## config.mk

```make
export PLATFORM = sky130hd
export DESIGN_NAME = pmc_power_ctrl
export DESIGN_NICKNAME = d
export VERILOG_FILES = /design/src/inc/pmc_pkg.sv /design/src/hw/pmc_power_ctrl.sv /design/src/hw/pmc_clk_route.sv
export SDC_FILE = /design/constraint.sdc
export NUM_CORES = 1
export LEC_CHECK = 0
export BUFFER_PORTS_ARGS = -buffer_cell sky130_fd_sc_hd__buf_2
export CAP_MARGIN = 20
export CELL_PAD_IN_SITES_DETAIL_PLACEMENT = 0
export CELL_PAD_IN_SITES_GLOBAL_PLACEMENT = 1
export CORE_MARGIN = 1
export CORE_UTILIZATION = 36
export CTS_CLUSTER_DIAMETER = 80
export DETAILED_ROUTE_END_ITERATION = 8
export HOLD_SLACK_MARGIN = 0.02
export PLACE_DENSITY = 0.95
export SLEW_MARGIN = 10
export SYNTH_ARGS = -nofsm -noshare
export SYNTH_HDL_FRONTEND = slang
export SYNTH_SLANG_ARGS = --single-unit
```

## constraint.sdc

```tcl
create_clock -name clk -period 2 [get_ports clk]
set_input_delay 0.1 -clock clk [delete_from_list [all_inputs] [get_ports clk]]
set_output_delay 0.1 -clock clk [all_outputs]
set_load 0.005 [all_outputs]
```

## src/inc/pmc_pkg.sv

```systemverilog
// Package: register map, field positions, mode codes and states of the power-mode controller
package pmc_pkg;

	// ****************************************
	// Register offsets
	// ****************************************
	localparam logic [7:0] PMC_ADDR_CHIP_CFG = 8'h01;
	localparam logic [7:0] PMC_ADDR_POWER_MODE = 8'hdf;
	localparam logic [7:0] PMC_ADDR_RAM_CTRL = 8'he0;

	// ****************************************
	// Field positions
	// ****************************************
	localparam int PMC_PWR_ENTER_BIT = 7;
	localparam int PMC_PWR_MODE_LSB = 0;
	localparam int PMC_PWR_MODE_MSB = 1;
	localparam int PMC_RAM_SELF_REFRESH_BIT = 7;
	localparam int PMC_CFG_PLL_LOCK_BIT = 7;
	localparam int PMC_STATE_INHIBIT_BIT = 1;

	// ****************************************
	// Reset values
	// ****************************************
	localparam logic [7:0] PMC_POWER_MODE_RESET = 8'h00;
	localparam logic [7:0] PMC_RAM_CTRL_RESET = 8'h00;

	// ****************************************
	// Mode codes and controller states
	// ****************************************
	typedef enum logic [1:0] {
		PMC_MODE_NORMAL = 2'h0,
		PMC_MODE_STANDBY = 2'h1,
		PMC_MODE_SUSPEND = 2'h2,
		PMC_MODE_SLEEP = 2'h3
	} pmc_mode_t;

	typedef enum logic [3:0] {
		PMC_ST_NORMAL = 4'h1,
		PMC_ST_RAM_PARK = 4'h2,
		PMC_ST_SAVING = 4'h4,
		PMC_ST_WAKE = 4'h8
	} pmc_state_t;

endpackage

```

## src/hw/pmc_power_ctrl.sv

```systemverilog
// Power-mode controller: mode register, entry/exit sequencer, status and clock routing
//
// Functional notes
// - Standby stops core and scan clocks
// - Suspend clocks display RAM from xtal_ref
// - Sleep stops all clocks and PLLs
// - Clearing enter bit restores Normal mode
// - Status bit high in saving and wake, low after
// - Sleep stops oscillator only for parallel host
// - RAM power-down or self-refresh before Sleep
// - PLL lock reported in bit 7, 01h
// - Panel outputs idle in every saving mode
// - Inhibit bit covers reset, init, saving
`timescale 1ns/1ps
module pmc_power_ctrl (
	input wire logic clk, // System clock, 250 MHz
	input wire logic reset_n, // Synchronous reset, active low
	input wire logic [7:0] reg_addr, // Register address from command write
	input wire logic reg_wr, // Data write strobe, one cycle
	input wire logic reg_rd, // Data read strobe, one cycle
	input wire logic [7:0] reg_wdata, // Data write value
	output logic [7:0] reg_rdata, // Data read value
	input wire logic status_rd, // Status read strobe, one cycle
	output logic [7:0] status_rdata, // Chip state value
	input wire logic host_is_serial, // Host interface is serial
	input wire logic int_reset_busy, // Internal reset sequence running
	input wire logic init_display_busy, // Initial display running
	input wire logic core_pll_lock, // Core PLL locked
	input wire logic mem_pll_lock, // Memory PLL locked
	input wire logic scan_pll_lock, // Scan PLL locked
	input wire logic ram_park_ack, // Display RAM reached requested low-power state
	output logic ram_power_down_req, // Request RAM power-down
	output logic ram_self_refresh_req, // Request RAM self-refresh
	output logic core_pll_en, // Core PLL power
	output logic mem_pll_en, // Memory PLL power
	output logic scan_pll_en, // Scan PLL power
	output logic xtal_en, // Crystal oscillator enable
	output logic core_clk_en, // Core clock gate
	output logic mem_clk_en, // Display RAM clock gate
	output logic mem_clk_sel_xtal, // Display RAM clock source is xtal_ref
	output logic scan_clk_en, // Panel scan clock gate
	output logic panel_drive_en, // Panel interface output enable
	output logic saving_active // Power-saving mode reached
);
	import pmc_pkg::*;

	// ****************************************
	// Registers
	// ****************************************
	logic [7:0] power_mode_control_reg;
	logic ram_self_refresh_reg;
	pmc_state_t state_reg;
	pmc_state_t state_next;
	pmc_mode_t active_mode_reg;
	logic park_req_reg;
	logic inhibit_reg;
	logic enter_req;
	pmc_mode_t req_mode;
	logic all_locked;

	assign enter_req = power_mode_control_reg[PMC_PWR_ENTER_BIT];
	assign req_mode = pmc_mode_t'(power_mode_control_reg[PMC_PWR_MODE_MSB:PMC_PWR_MODE_LSB]);
	assign all_locked = core_pll_lock & mem_pll_lock & scan_pll_lock;

	// Mode bits and enter bit come in one write; each write reloads both, so the enter bit acts on the mode written with it
	always_ff @(posedge clk) begin
		if (!reset_n) begin
			power_mode_control_reg <= PMC_POWER_MODE_RESET;
		end else if (reg_wr && reg_addr == PMC_ADDR_POWER_MODE) begin
			power_mode_control_reg <= {reg_wdata[PMC_PWR_ENTER_BIT], 5'h00,
				reg_wdata[PMC_PWR_MODE_MSB:PMC_PWR_MODE_LSB]};
		end
	end

	always_ff @(posedge clk) begin
		if (!reset_n) begin
			ram_self_refresh_reg <= PMC_RAM_CTRL_RESET[PMC_RAM_SELF_REFRESH_BIT];
		end else if (reg_wr && reg_addr == PMC_ADDR_RAM_CTRL) begin
			ram_self_refresh_reg <= reg_wdata[PMC_RAM_SELF_REFRESH_BIT];
		end
	end

	// ****************************************
	// Entry and exit sequencer
	// ****************************************
	always_comb begin
		state_next = state_reg;
		case (state_reg)
			PMC_ST_NORMAL: begin
				// Mode 00 with enter set stays in Normal
				if (enter_req && req_mode != PMC_MODE_NORMAL) begin
					if (req_mode == PMC_MODE_SLEEP) begin
						state_next = PMC_ST_RAM_PARK;
					end else begin
						state_next = PMC_ST_SAVING;
					end
				end
			end
			PMC_ST_RAM_PARK: begin
				if (!enter_req) begin
					state_next = PMC_ST_WAKE;
				end else if (ram_park_ack) begin
					state_next = PMC_ST_SAVING;
				end
			end
			PMC_ST_SAVING: begin
				if (!enter_req) begin
					state_next = PMC_ST_WAKE;
				end
			end
			PMC_ST_WAKE: begin
				// Clocks are only released once every PLL reports lock
				if (all_locked) begin
					state_next = PMC_ST_NORMAL;
				end
			end
			default: state_next = PMC_ST_NORMAL;
		endcase
	end

	always_ff @(posedge clk) begin
		if (!reset_n) begin
			state_reg <= PMC_ST_NORMAL;
		end else begin
			state_reg <= state_next;
		end
	end

	// Mode is frozen at entry so rewriting bits 1:0 mid-saving has no effect
	always_ff @(posedge clk) begin
		if (!reset_n) begin
			active_mode_reg <= PMC_MODE_NORMAL;
		end else if (state_reg == PMC_ST_NORMAL && state_next != PMC_ST_NORMAL) begin
			active_mode_reg <= req_mode;
		end
	end

	// ****************************************
	// Display RAM park request
	// ****************************************
	// Held through Sleep; dropped on wake so the RAM controller resumes first
	always_ff @(posedge clk) begin
		if (!reset_n) begin
			park_req_reg <= 1'b0;
		end else begin
			park_req_reg <= state_next == PMC_ST_RAM_PARK ||
				(state_next == PMC_ST_SAVING && park_req_reg);
		end
	end

	assign ram_power_down_req = park_req_reg & ~ram_self_refresh_reg;
	assign ram_self_refresh_req = park_req_reg & ram_self_refresh_reg;

	// ****************************************
	// Status and inhibit
	// ****************************************
	always_ff @(posedge clk) begin
		if (!reset_n) begin
			inhibit_reg <= 1'b0;
		end else begin
			// Held through wake so the host does not see Normal before the PLLs relock
			inhibit_reg <= int_reset_busy | init_display_busy | (state_next == PMC_ST_SAVING) |
				(state_next == PMC_ST_WAKE);
		end
	end

	assign saving_active = (state_reg == PMC_ST_SAVING);

	always_ff @(posedge clk) begin
		if (!reset_n) begin
			status_rdata <= 8'h00;
		end else if (status_rd) begin
			status_rdata <= 8'h00;
			status_rdata[PMC_STATE_INHIBIT_BIT] <= inhibit_reg;
		end
	end

	// ****************************************
	// Register read port
	// ****************************************
	// Addresses outside this block read as zero; the enclosing mux owns them
	always_ff @(posedge clk) begin
		if (!reset_n) begin
			reg_rdata <= 8'h00;
		end else if (reg_rd) begin
			case (reg_addr)
				PMC_ADDR_POWER_MODE: reg_rdata <= power_mode_control_reg;
				PMC_ADDR_RAM_CTRL: reg_rdata <= {ram_self_refresh_reg, 7'h00};
				PMC_ADDR_CHIP_CFG: reg_rdata <= {all_locked, 7'h00};
				default: reg_rdata <= 8'h00;
			endcase
		end
	end

	// ****************************************
	// Clock routing
	// ****************************************
	// The oscillator is forced back on in wake, covering the restart the host must also request
	pmc_clk_route u_route (
		.clk(clk),
		.reset_n(reset_n),
		.state(state_reg),
		.mode(active_mode_reg),
		.host_is_serial(host_is_serial),
		.core_pll_en(core_pll_en),
		.mem_pll_en(mem_pll_en),
		.scan_pll_en(scan_pll_en),
		.xtal_en(xtal_en),
		.core_clk_en(core_clk_en),
		.mem_clk_en(mem_clk_en),
		.mem_clk_sel_xtal(mem_clk_sel_xtal),
		.scan_clk_en(scan_clk_en),
		.panel_drive_en(panel_drive_en)
	);

endmodule // pmc_power_ctrl

```

## src/hw/pmc_clk_route.sv

```systemverilog
// Clock gating, clock source and PLL/oscillator enables derived from controller state
`timescale 1ns/1ps
module pmc_clk_route (
	input wire logic clk, // System clock
	input wire logic reset_n, // Synchronous reset, active low
	input wire pmc_pkg::pmc_state_t state, // Controller state
	input wire pmc_pkg::pmc_mode_t mode, // Latched saving mode
	input wire logic host_is_serial, // High when host interface is serial
	output logic core_pll_en, // Core PLL power
	output logic mem_pll_en, // Memory PLL power
	output logic scan_pll_en, // Scan PLL power
	output logic xtal_en, // Crystal oscillator enable
	output logic core_clk_en, // Core clock gate
	output logic mem_clk_en, // Display RAM clock gate
	output logic mem_clk_sel_xtal, // Display RAM clock from xtal_ref
	output logic scan_clk_en, // Panel scan clock gate
	output logic panel_drive_en // Panel interface output enable
);
	import pmc_pkg::*;

	logic [8:0] route_next;

	// ****************************************
	// Route decode
	// ****************************************
	// Order: core_pll, mem_pll, scan_pll, xtal, core, mem, mem_xtal, scan, panel
	always_comb begin
		route_next = 9'h1fb;
		case (state)
			PMC_ST_NORMAL: begin
				route_next = 9'h1fb;
			end
			PMC_ST_RAM_PARK: begin
				// Memory clock runs on so the RAM can finish parking
				route_next = 9'h1e8;
			end
			PMC_ST_SAVING: begin
				case (mode)
					PMC_MODE_STANDBY: route_next = 9'h1e8;
					PMC_MODE_SUSPEND: route_next = 9'h02c;
					PMC_MODE_SLEEP: route_next = {3'h0, host_is_serial, 5'h00};
					default: route_next = 9'h1fb;
				endcase
			end
			PMC_ST_WAKE: begin
				// PLLs and oscillator back on; core and scan clocks stay gated until lock
				case (mode)
					PMC_MODE_STANDBY: route_next = 9'h1e8;
					PMC_MODE_SUSPEND: route_next = 9'h1ec;
					default: route_next = 9'h1e0;
				endcase
			end
			default: route_next = 9'h1fb;
		endcase
	end

	// Registered so gate enables never glitch on a state change
	always_ff @(posedge clk) begin
		if (!reset_n) begin
			{core_pll_en, mem_pll_en, scan_pll_en, xtal_en, core_clk_en, mem_clk_en, mem_clk_sel_xtal,
				scan_clk_en, panel_drive_en} <= 9'h1fb;
		end else begin
			{core_pll_en, mem_pll_en, scan_pll_en, xtal_en, core_clk_en, mem_clk_en, mem_clk_sel_xtal,
				scan_clk_en, panel_drive_en} <= route_next;
		end
	end

endmodule // pmc_clk_route

```

==> results.toml <==
[setup_path]
end_kind = "output pin"
worst-path-buf-inv = 1
slowest_delay_ns = 0.54
r2r-start = "active_mode_reg[0]"
crit_slowest_cell = "dfxtp_1"
critPathLaunch = "state_reg[2]"
cp.required_ns = 1.90
reg2reg_depth = 5
r2r_slack_ns = 0.51
worstReg2RegEnd = "u_route.xtal_en"
crit_type = "flip-flop to output pin"
crit_fanout = 9
cp_data_arrival_time_ns = 1.47
cp_top_family = "flip-flops"
path_cells = "nand2b_1 -> nor3_1 -> buf_2"
cp-start-kind = "flip-flop"

[timing]
period_minus_slack_ns = 1.57
setup_tns_ns = 0
rsz0062_at_grt = "false"
fin_crit_sh = 0.784
setup_viol = 0
fmax_mhz = 638
final_max_slew_viol_count = 0
finalHoldViolCount = 0
skew_ns = 0.0107
setup_slack_ns = 0.433

[floorplanning]
die_y_um = 60.9
dieWidth_um = 60.9
core-area_mm2 = 0.00334
dieArea_mm2 = 0.00371
placement_rows = 21
ios = 56
start_util = 0.374

[placed_design]
post-place-ws_ns = 0.512
placed_cell_area_mm2 = 0.00139
dp_hpwl_mm = 1.75
port-buffer-count = 38
dp.cells = 210
place_congestion = 0.836

[global_routing]
grt_pass1_wl_mm = 3.71
grtUsageMet2 = 0.239
antenna_found_initial = 0
track_usage = 0.139
grt-ovfl-total = 0
grt_max_degree = 20
grt_pass1_vias = 876
grt-busiest-layer = "met2"
grtUsageMet3 = 0.0533
grtUsageMet1 = 0.153

[clock_tree]
root_buffer = "clkbuf_4"
insertion_delay_ns = 0.32
htreeDepth = 1
cts_sinks = 21
cts_resized = 0
cts_tree = "yes"
clk_pin_slew_worst_paths_ns = 0.12
cts.path.max_buffers = 2
numCtsBuffers = 3

[finish]
syn2layout_area_growth_pct = 14.3
finalNonFillerCells = 215
antennaDiodeCount = 0
nets = 204
drive_gt1_frac = 0.284
largest_register_ff_count = 4
postLayoutCellArea_mm2 = 0.00143

[logic_synthesis]
synthTopCellsByCount = "21 x dfxtp_1, 17 x buf_4, 9 x nor2b_1"
synthesis.area_mm2 = 0.00125
ys_types = 44
synthSimpleGateAreaFrac = 0.266
synth.ff_latch_count = 21
yosysSeqAreaShare = 0.337
avgSynthCellArea_um2 = 9.25
yosysTopAreaCellShare = 0.337
synthXorXnorAreaFrac = 0.0210
synth_compound_area_frac = 0.140
synthTopCellsByArea = "dfxtp_1 34%, buf_4 10%, ha_1 6.0%, nor2b_1 4.5%, mux2i_1 4.0%"
async_flop_share = 0
yosys.area.top_type = "dfxtp_1"
synth_edf_count = 0
ys.warnings.count = 0
syn_inst = 135
synthAdderAreaFrac = 0.0601
synthFlopType = "dfxtp_1"
synth_mux_area_frac = 0.0401
yosysMostFrequentCell = "dfxtp_1"
synth_top_family_by_area = "simple AND/OR/NAND/NOR gates"

[power]
ir_drop_mv = 0.347
p_leak_nw = 0.590
power_w = 0.000691
pwr_density_cell_mw_per_mm2 = 484

[worst_hold_path]
hold_path_depth = 3
hold_class = "primary input to flip-flop"
min_from = "reg_wdata[0]"
min_to = "power_mode_control_reg[0]"

[routing]
dr.first_iter.drc_count = 19
drc = 0
dr.pass1.iters = 4
final_antenna_net_count = 0
wire_per_inst_um = 10.6
routed_wl_mm = 2.29
via_per_inst = 4.80
num_vias = 1032

[flow_run]
maxCapViolCount = 0

[run_status]
status = "finished clean"
-- routing by layer --
metal  vias to the layer above  wire length (µm)
met2                        43              1090
met1                       466               997
met3                         6               160
met5                         -                 0
met4                         0                34
li1                        517                 -
-- final cells by class --
class                           count  area (µm²)
Clock buffer                        3        22.5
Clock inverter                      1        5.00
Fill cell                         352        1910
Inverter                            5        18.8
Multi-Input combinational cell    100         703
Sequential cell                    21         420
Tap cell                           46        57.6
Timing Repair Buffer               39         200
-- where the power goes --
group | total [W] | internal, W | switching, W
logic | 0.0000550 | 0.0000274 | 0.0000277
registers | 0.000423 | 0.000422 | 0.00000155
clock network | 0.000213 | 0.0000750 | 0.000138
total | 0.000691 | 0.000524 | 0.000167
-- how the worst max path moves through the flow --
stage | cells past startpoint | end
after global placement | 5 | u_route.xtal_en
after global routing | 3 | saving_active
final | 3 | saving_active
after floorplan | 5 | u_route.xtal_en
after CTS | 3 | saving_active
after detailed placement | 5 | u_route.xtal_en
-- cell families (layout without fill, tap and decap cells) --
kind of cell	Yosys count	count (layout)
xor gates and xnor gates	3	3
muxes	5	5
DFF	21	21
and+or+nand+nor	52	52
other	1	12
AOI/OAI and AO/OA	22	22
adders and majority gates	6	6
buffers and inverters	25	48
-- what timing repair did --
item                                   4_1_cts  5_1_grt
buffers inserted                             0        0
endpoints found under the hold margin        1        0
hold buffers                                 1        0
-- worst register-to-register path: stages, from the launching register on --
cell,delay (ns)
dfxtp_1,0.45
inv_1,0.11
ha_1,0.23
a21oi_1,0.11
a21oi_1,0.07
or4_1,0.41
-- layout by cell type, fill, tap and decap left out, types with 2 or more instances in the layout --
| master | n |
|---|---|
| nor2b_1 | 9 |
| or4_1 | 2 |
| nand2b_1 | 6 |
| o21ai_0 | 3 |
| and3_1 | 2 |
| a31oi_1 | 2 |
| clkbuf_4 | 3 |
| conb_1 | 12 |
| ha_1 | 6 |
| xnor2_1 | 2 |
| nor3_1 | 2 |
| buf_2 | 38 |
| mux2i_1 | 5 |
| nor4_1 | 2 |
| nand2_1 | 7 |
| inv_1 | 5 |
| nand3b_1 | 3 |
| nand3_1 | 8 |
| dfxtp_1 | 21 |
| a21boi_1 | 4 |
| a21oi_1 | 3 |
| and2_1 | 2 |
-- per-stage QoR --
| step | utilization | hold WS, ns |
|---|---|---|
| 4_1_cts | 0.428 | 0.0261 |
| 3_3_place_gp | 0.417 | 0.353 |
| 2_1_floorplan | - | 0.200 |
| 6_report | 0.428 | 0.0374 |
| 5_1_grt | 0.428 | 0.0367 |
| 3_5_place_dp | 0.417 | 0.360 |
Power figures use the tool's default switching activity.
